==> config.mk <==
export PLATFORM = sky130hd
export DESIGN_NAME = embi_core
export DESIGN_NICKNAME = d
export VERILOG_FILES = /design/src/embi_core.v
export VERILOG_INCLUDE_DIRS = /design/src
export SDC_FILE = /design/constraint.sdc
export NUM_CORES = 1
export LEC_CHECK = 0
export ABC_AREA = 1
export BUFFER_PORTS_ARGS = -buffer_cell sky130_fd_sc_hd__buf_2
export CORE_ASPECT_RATIO = 0.75
export CORE_UTILIZATION = 50
export DETAILED_ROUTE_END_ITERATION = 8
export GPL_TIMING_DRIVEN = 0
export PLACE_DENSITY = 0.75
export SKIP_LAST_GASP = 1
export SYNTH_ARGS = -nofsm -noshare
export SYNTH_HDL_FRONTEND = slang
export SYNTH_SLANG_ARGS = --single-unit
==> constraint.sdc <==
create_clock -name clk -period 2.3 [get_ports clk]
set_clock_uncertainty 0.2 [all_clocks]
set_input_delay 0.345 -clock clk [delete_from_list [all_inputs] [get_ports clk]]
set_output_delay 0.345 -clock clk [all_outputs]
set_load 0.01 [all_outputs]
==> src/embi_regs.vh <==
// register offsets, field positions and reset values of the bus interface
`ifndef EMBI_REGS_VH
`define EMBI_REGS_VH
// ----------------------------------------
// register word offsets (byte addresses)
// ----------------------------------------
`define EMBI_OFS_BANK_WIDTH 8'h00
`define EMBI_OFS_BANK_CYC 8'h04
`define EMBI_OFS_BANK_SIZE 8'h08
`define EMBI_OFS_MISC 8'h0c
`define EMBI_OFS_STATUS 8'h10
// ----------------------------------------
// field positions and codes
// ----------------------------------------
`define EMBI_MISC_HOLD_PREV 0
`define EMBI_WIDTH_8 2'b00
`define EMBI_WIDTH_16 2'b01
`define EMBI_WIDTH_32 2'b10
`define EMBI_STRAP_NAND 2'b00
`define EMBI_STRAP_16 2'b01
`define EMBI_STRAP_32 2'b10
`define EMBI_STRAP_TEST 2'b11
// ----------------------------------------
// reset values
// ----------------------------------------
`define EMBI_RST_BANK_WIDTH 32'h0000_aaaa
`define EMBI_RST_BANK_CYC 32'h7777_7777
`define EMBI_RST_BANK_SIZE 32'h0000_0000
`define EMBI_RST_MISC 32'h0000_0000
`endif

==> src/embi_core.v <==
// external memory bus interface: wishbone registers plus static memory bus sequencer
// Overview of operation
// - strap pins captured on the first edge after reset, then frozen
// - strap picks nand boot or bank0 width
// - drive 27-bit address within bank
// - data bus driven on write, read otherwise
// - bank select low for addressed bank
// - write strobe low marks write cycle
// - read strobe low marks read cycle
// - hold grant only after bus released
// - cycle extend low stalls cycle completion
// - byte lane and write byte enables
// - granted bus: data floats, address and controls float or hold previous
`timescale 1ns/1ps
`default_nettype none
`include "embi_regs.vh"
module embi_core #(
  parameter ADDR_W = 27, // external address width
  parameter BANKS = 8 // number of banks
) (
  input wire clk, // 20 mhz system clock
  input wire arst_n, // async reset, active low
  input wire wb_cyc_i, // wishbone cycle
  input wire wb_stb_i, // wishbone strobe
  input wire wb_we_i, // wishbone write
  input wire [31:0] wb_adr_i, // byte address: bit 31 memory, else registers
  input wire [31:0] wb_dat_i, // write data
  input wire [3:0] wb_sel_i, // byte selects
  output reg [31:0] wb_dat_o, // read data
  output reg wb_ack_o, // acknowledge
  input wire [1:0] boot_strap_select, // boot strap pins
  output reg [ADDR_W-1:0] addr_o, // external address
  output reg [ADDR_W-1:0] addr_oe_n, // address output enables, low drives
  output reg [31:0] data_o, // external data out
  output reg [31:0] data_oe_n, // data output enables, low drives
  input wire [31:0] data_i, // external data in
  output reg [BANKS-1:0] bank_select_n, // bank selects
  output reg write_strobe_n, // write strobe
  output reg read_strobe_n, // read strobe
  output reg [3:0] byte_lane_enable_n, // byte lane enables
  output reg [3:0] write_byte_enable_n, // write byte enables
  output reg ctl_oe_n, // enable for selects, strobes and byte enables
  input wire hold_request_n, // other master wants bus
  output reg hold_grant_n, // bus handed over
  input wire cycle_extend_n, // wait input
  output reg [1:0] boot_mode, // captured strap value
  output reg nand_boot // strap chose nand boot
);
  // ----------------------------------------
  // states
  // ----------------------------------------
  localparam ST_IDLE = 5'b00001; // between bus cycles
  localparam ST_SETUP = 5'b00010; // address and select out
  localparam ST_STROBE = 5'b00100; // strobe active, counting
  localparam ST_DONE = 5'b01000; // strobes released, answer
  localparam ST_HOLD = 5'b10000; // bus given to other master
  // ----------------------------------------
  // state, configuration and request decode
  // ----------------------------------------
  reg [4:0] state; // sequencer state
  reg strap_taken; // strap already latched
  reg [31:0] bank_width; // two bits per bank
  reg [31:0] bank_cyc; // four bits per bank: strobe cycles minus one
  reg [31:0] bank_size; // four bits per bank: region size code
  reg [31:0] misc_control_reg; // bit0 keeps previous levels when granted
  reg [3:0] cnt; // strobe cycle counter
  reg [2:0] cur_bank; // bank of current access
  wire [1:0] cur_width; // width code of current bank
  wire [3:0] sel_n_w; // active-low byte selects of request
  wire mem_req; // wishbone memory request
  wire reg_req; // wishbone register request
  wire [ADDR_W-1:0] in_bank; // address inside bank
  wire [2:0] req_bank; // bank addressed
  wire [31:0] sel_mask; // data byte mask
  wire hold_prev; // keep pins when granted
  wire [3:0] size_code; // size code of requested bank
  wire [ADDR_W-1:0] size_mask; // offset mask for bank size
  // ack low in the condition keeps a held request from being taken twice
  // limitation: a narrow bank is not split into several strobes, software must
  // keep its accesses within the bank's width
  assign mem_req = wb_cyc_i && wb_stb_i && !wb_ack_o && wb_adr_i[31];
  assign reg_req = wb_cyc_i && wb_stb_i && !wb_ack_o && !wb_adr_i[31];
  assign req_bank = wb_adr_i[29:27];
  assign size_code = bank_size[req_bank*4 +: 4];
  // size code n: bank offset limited to 2^(13+n) bytes, 14 and up means full 128 mbyte
  assign size_mask = (size_code >= 4'he) ? {ADDR_W{1'b1}} :
    ({{(ADDR_W-1){1'b0}}, 1'b1} << (5'd13 + {1'b0, size_code})) - {{(ADDR_W-1){1'b0}}, 1'b1};
  assign in_bank = wb_adr_i[ADDR_W-1:0] & size_mask;
  assign cur_width = bank_width[cur_bank*2 +: 2];
  assign sel_n_w = ~wb_sel_i;
  assign hold_prev = misc_control_reg[`EMBI_MISC_HOLD_PREV];
  // byte mask merges only the selected lanes into a register
  genvar gi;
  generate
    for (gi = 0; gi < 4; gi = gi + 1)
    begin : g_mask
      assign sel_mask[gi*8 +: 8] = {8{wb_sel_i[gi]}};
    end
  endgenerate
  // ----------------------------------------
  // strap capture and bank 0 width
  // ----------------------------------------
  // strap is latched on the first edge after release, never from the async branch
  // a strap change after that edge is ignored until the next reset
  always @(posedge clk or negedge arst_n)
  begin
    if (!arst_n)
    begin
      strap_taken <= 1'b0;
      boot_mode <= 2'b00;
      nand_boot <= 1'b0;
    end
    else if (!strap_taken)
    begin
      strap_taken <= 1'b1; // frozen from here on
      boot_mode <= boot_strap_select;
      nand_boot <= (boot_strap_select == `EMBI_STRAP_NAND);
    end
  end
  // ----------------------------------------
  // registers and sequencer
  // ----------------------------------------
  always @(posedge clk or negedge arst_n)
  begin
    if (!arst_n)
    begin
      // pins idle after reset: controls high, data floated, address driven
      state <= ST_IDLE;
      bank_width <= `EMBI_RST_BANK_WIDTH;
      bank_cyc <= `EMBI_RST_BANK_CYC;
      bank_size <= `EMBI_RST_BANK_SIZE;
      misc_control_reg <= `EMBI_RST_MISC;
      cnt <= 4'h0;
      cur_bank <= 3'h0;
      wb_dat_o <= 32'h0000_0000;
      wb_ack_o <= 1'b0;
      addr_o <= {ADDR_W{1'b0}};
      addr_oe_n <= {ADDR_W{1'b0}};
      data_o <= 32'h0000_0000;
      data_oe_n <= 32'hffff_ffff;
      bank_select_n <= {BANKS{1'b1}};
      write_strobe_n <= 1'b1;
      read_strobe_n <= 1'b1;
      byte_lane_enable_n <= 4'hf;
      write_byte_enable_n <= 4'hf;
      ctl_oe_n <= 1'b0;
      hold_grant_n <= 1'b1;
    end
    else
    begin
      // ack is a single-cycle pulse unless set again below
      wb_ack_o <= 1'b0;
      // bank 0 width follows the strap once, on the same edge that captures it
      if (!strap_taken)
      begin
        if (boot_strap_select == `EMBI_STRAP_16)
        begin
          bank_width[1:0] <= `EMBI_WIDTH_16;
        end
        else if (boot_strap_select == `EMBI_STRAP_32)
        begin
          bank_width[1:0] <= `EMBI_WIDTH_32;
        end
        else
        begin
          bank_width[1:0] <= `EMBI_WIDTH_8; // nand or test: bank 0 narrow
        end
      end
      // register access answers in one cycle, any state
      // no bus error exists: every register request is acked
      if (reg_req)
      begin
        wb_ack_o <= 1'b1;
        if (wb_adr_i[7:0] == `EMBI_OFS_BANK_WIDTH)
        begin
          if (wb_we_i)
            bank_width <= (bank_width & ~sel_mask) | (wb_dat_i & sel_mask);
          wb_dat_o <= bank_width;
        end
        else if (wb_adr_i[7:0] == `EMBI_OFS_BANK_CYC)
        begin
          if (wb_we_i)
            bank_cyc <= (bank_cyc & ~sel_mask) | (wb_dat_i & sel_mask);
          wb_dat_o <= bank_cyc;
        end
        else if (wb_adr_i[7:0] == `EMBI_OFS_BANK_SIZE)
        begin
          if (wb_we_i)
            bank_size <= (bank_size & ~sel_mask) | (wb_dat_i & sel_mask);
          wb_dat_o <= bank_size;
        end
        else if (wb_adr_i[7:0] == `EMBI_OFS_MISC)
        begin
          if (wb_we_i)
            misc_control_reg <= (misc_control_reg & ~sel_mask) | (wb_dat_i & sel_mask);
          wb_dat_o <= misc_control_reg;
        end
        else if (wb_adr_i[7:0] == `EMBI_OFS_STATUS)
        begin
          wb_dat_o <= {24'h000000, ~hold_grant_n, boot_mode, state}; // read only
        end
        else
        begin
          wb_dat_o <= 32'h0000_0000; // unmapped reads zero, writes dropped
        end
      end
      // ----------------------------------------
      // memory bus sequencer
      // ----------------------------------------
      case (state)
        ST_IDLE:
        begin
          // hold is only granted here, between cycles; it wins over a new access
          if (!hold_request_n)
          begin
            state <= ST_HOLD;
            hold_grant_n <= 1'b0;
            data_oe_n <= 32'hffff_ffff;
            // bit0 clear floats address and controls, bit0 set keeps driving their last levels; data floats either way
            addr_oe_n <= {ADDR_W{~hold_prev}};
            ctl_oe_n <= ~hold_prev;
          end
          // accesses start only here, so a grant never cuts one short
          else if (mem_req)
          begin
            state <= ST_SETUP;
            cur_bank <= req_bank;
            addr_o <= in_bank;
            bank_select_n <= ~({{(BANKS-1){1'b0}}, 1'b1} << req_bank);
            byte_lane_enable_n <= sel_n_w;
            cnt <= bank_cyc[req_bank*4 +: 4];
            if (wb_we_i)
            begin
              data_o <= wb_dat_i;
              data_oe_n <= 32'h0000_0000;
            end
          end
        end
        ST_SETUP:
        begin
          // strobe trails address and select by one cycle of setup
          state <= ST_STROBE;
          if (wb_we_i)
          begin
            write_strobe_n <= 1'b0;
            write_byte_enable_n <= sel_n_w;
          end
          else
          begin
            read_strobe_n <= 1'b0;
          end
        end
        ST_STROBE:
        begin
          // programmed extra strobe cycles run out before the wait input counts
          if (cnt != 4'h0)
          begin
            cnt <= cnt - 4'h1;
          end
          else if (cycle_extend_n)
          begin
            // completes only when the wait input is high
            state <= ST_DONE;
            write_strobe_n <= 1'b1;
            read_strobe_n <= 1'b1;
            write_byte_enable_n <= 4'hf;
            wb_ack_o <= 1'b1;
            // narrow banks return only their low lanes, upper lanes read zero
            if (cur_width == `EMBI_WIDTH_8)
              wb_dat_o <= {24'h000000, data_i[7:0]};
            else if (cur_width == `EMBI_WIDTH_16)
              wb_dat_o <= {16'h0000, data_i[15:0]};
            else
              wb_dat_o <= data_i;
          end
        end
        ST_DONE:
        begin
          // selects drop one cycle after strobes to give hold time
          state <= ST_IDLE;
          bank_select_n <= {BANKS{1'b1}};
          byte_lane_enable_n <= 4'hf;
          data_oe_n <= 32'hffff_ffff;
        end
        ST_HOLD:
        begin
          // request gone: take the pins back on the next cycle
          if (hold_request_n)
          begin
            state <= ST_IDLE;
            hold_grant_n <= 1'b1;
            addr_oe_n <= {ADDR_W{1'b0}};
            ctl_oe_n <= 1'b0;
          end
        end
        // an illegal state code falls back to idle
        default:
        begin
          state <= ST_IDLE;
        end
      endcase
    end
  end
endmodule // embi_core
`default_nettype wire

==> summary.txt <==
Run status
  • Status: completed

Detailed routing
  • Post-Route WL: 43.3 mm
  • Via density: 5.50
  • Drt first pass iters: 8
  • Routed length per instance: 18.9 µm
  • Vias: 12580
  • Starting DRT DRC Count: 1365
  • Post-route ant nets: 0
  • DRC: 0

Worst setup path
  • CP max stage cell: dfrtp_1
  • Setup CP Type: flip-flop to flip-flop
  • Critical Path Source Type: flip-flop
  • Crit-path most repeated cell: inv_2
  • Crit path arrival time: 2.46 ns
  • Cell breakdown of the critical path: nor2_2 > nand4_1 > inv_2 > nand2_2 > nand2_4 > inv_2 > clkbuf_4 > o211ai_1 > nand2_1
  • Worst path bufs/invs: 3
  • CP max stage delay: 0.41 ns
  • Worst setup EP type: flip-flop
  • Critical Path Fanout Max: 10
  • Critical Path RT: 2.51 ns
  • Crit path max-delay family: simple AND/OR/NAND/NOR gates

Finish
  • Fin area: 16500 µm²
  • Register area: 6500 µm²
  • Final net count: 2040
  • Most frequent cells in the layout: nand2_1, buf_2, dfrtp_1
  • Commonest non-fill, non-tap cell in the layout: nand2_1
  • P&R area growth vs syn: 30.3%
  • ANT cells: 0
  • Multi-input logic area: 4950 µm²
  • Fillers: 2082
  • Share of cells above drive strength 1: 0.286

Synthesis
  • Mapped cell area: 12700 µm²
  • Async SR Flop Fraction: 1.00
  • Synthesized flop and latch total: 257
  • Number of flops mapped to enable cells by yosys: 0
  • Cell variety after synth: 48
  • Mean post-synth cell area: 8.37 µm²
  • YS warnings: 0
  • Cells after Synth: 1513
  • Register area share after synthesis: 0.513
  • Top FF cell, synth: dfrtp_1

Timing
  • Hold Vio Cnt, Final: 0
  • Slew HR: 0.560
  • Final hold slack: 0.00452 ns
  • Fin Setup TNS: 0 ns
  • Fmax: 444 MHz
  • Max-slew violation count: 0
  • Final setup vio count: 0
  • Fin crit period: 2.25 ns
  • RSZ-0062 raised after global routing: yes
  • Slew @ Worst Pin: 0.658 ns
  • Period Utilization, post-route: 0.980

Min path
  • Min-Delay Path Class: input port to flip-flop

Clock tree
  • Clk_lat worst skew: 0.54 ns
  • Root Driver: clkbuf_16
  • CTS tree: yes
  • CTS clock-pin slew for the worst setup and hold paths: 0.06 ns
  • Num Clock Sinks: 257
  • Htree depth: 1
  • CTS Buf Count: 26
  • Max Buffers Root-to-Sink: 3

Global route
  • Vias in the first global route: 11564
  • GRT Util Overall: 0.333
  • Largest net degree at the start of global routing: 117
  • Initial antenna violation count: 1
  • Global-route wire length before repair: 65.8 mm
  • Gr busiest metal: met2
  • GRT overflow: 0
  • Met3 GRT Util: 0.0707
  • GR met2 Demand/Resource: 0.522
  • GR met1 Demand/Resource: 0.464

Die
  • Die area: 26000 µm²
  • Die height: 140 µm
  • Core box area: 24900 µm²
  • Die W: 186 µm
  • Initial core utilization: 0.509
  • # IOs: 283
  • Row count: 50

Placement
  • Area post-placement: 14600 µm²
  • Routability Congestion: 0.976
  • IO Port Bufs: 281
  • HPWL after detailed placement: 31.4 mm

Pwr
  • Pwr Density: 841 nW/µm²
  • Max rail drop VDD: 0.545 mV
  • P_leak: 8.41 nW

Run
  • Max capacitance violation total: 0
[cells in the mapped netlist (10+ instances only)]
library cell	n	area, µm²
dfrtp_1	204	5100
o21ai_1	38	190
buf_2	25	125
buf_4	64	480
buf_6	11	124
nand2_1	473	1780
dfstp_2	53	1390
nand4_1	25	156
nand3_4	10	175
a21oi_1	65	325
nor2_1	59	221
a32oi_1	10	87.6
inv_2	13	48.8
inv_1	103	387
o21ai_0	160	801
clkbuf_1	17	63.8
o211ai_1	24	180
nand3_1	82	410
[through the flow]
stage	setup WS (ns)	instances	total power, mW	utilization
floorplan	0.397	1515	7.99	-
global placement	-3.85	2134	9.45	0.583
detailed placement	-0.536	2136	9.55	0.585
CTS	0.0165	2278	13.8	0.657
global route	-0.0845	2287	14.6	0.663
finish	0.0461	2287	13.9	0.663
[worst min-delay path: stages]
cell,delay [ns]
buf_2,0.08
inv_1,0.11
o21ai_0,0.17
[area by class of cell]
| cell class | count | area share |
|---|---|---|
| clock buffer | 44 | 0.0490 |
| multi-input combinational | 1020 | 0.300 |
| inverter | 120 | 0.0280 |
| sequential | 257 | 0.394 |
| tap | 338 | 0.0256 |
| buffer | 117 | 0.0501 |
| clock inverter | 4 | 0.00121 |
| timing repair buffer | 387 | 0.152 |
[logic make-up after synthesis]
logic type,Yosys count,share of synthesized area
fa+ha+maj,2,0.00197
buf+inv,238,0.100
xor+xnor,1,0.000691
compound gates,329,0.144
flops,257,0.513
other cells,1,0.000296
simple gates,684,0.239
mux,1,0.000790
[path summary, 6_finish.rpt]
path	slack [ns]	from	depth (start not counted)	end
min in group asynchronous	0.06	arst_n	2	addr_o[8]
setup reg to reg	0.05	state[1]	9	wb_dat_o[22]
hold / removal	0.005	wb_dat_i[21]	3	data_o[21]
setup / recovery	0.05	state[1]	9	wb_dat_o[22]
hold reg to reg	0.27	wb_dat_o[30]	2	wb_dat_o[30]
max in group asynchronous	0.56	arst_n	4	data_o[27]
[where the power goes]
part	internal [mW]	total (mW)	switching (mW)
combinational	1.70	3.94	2.24
clock	2.38	4.17	1.79
sequential	5.28	5.77	0.488
[per-layer routing]
| metal | wire length, µm | share of wire | vias to the layer above |
|---|---|---|---|
| met5 | 0 | 0 | - |
| met2 | 19500 | 0.45 | 737 |
| met3 | 4520 | 0.10 | 101 |
| met1 | 17800 | 0.41 | 5968 |
| met4 | 1360 | 0.031 | 0 |
| li1 | - | - | 5774 |
[repair_timing]
action / 4_1_cts / 5_1_grt
endpoints found under the hold margin: 287 / 0
setup buffers: 1 / 10
gates resized for setup: 7 / 25
setup endpoints to repair: 113 / 102
hold buffers: 93 / 0
pin swaps: 1 / 6
(Power assumes the default switching activity.)
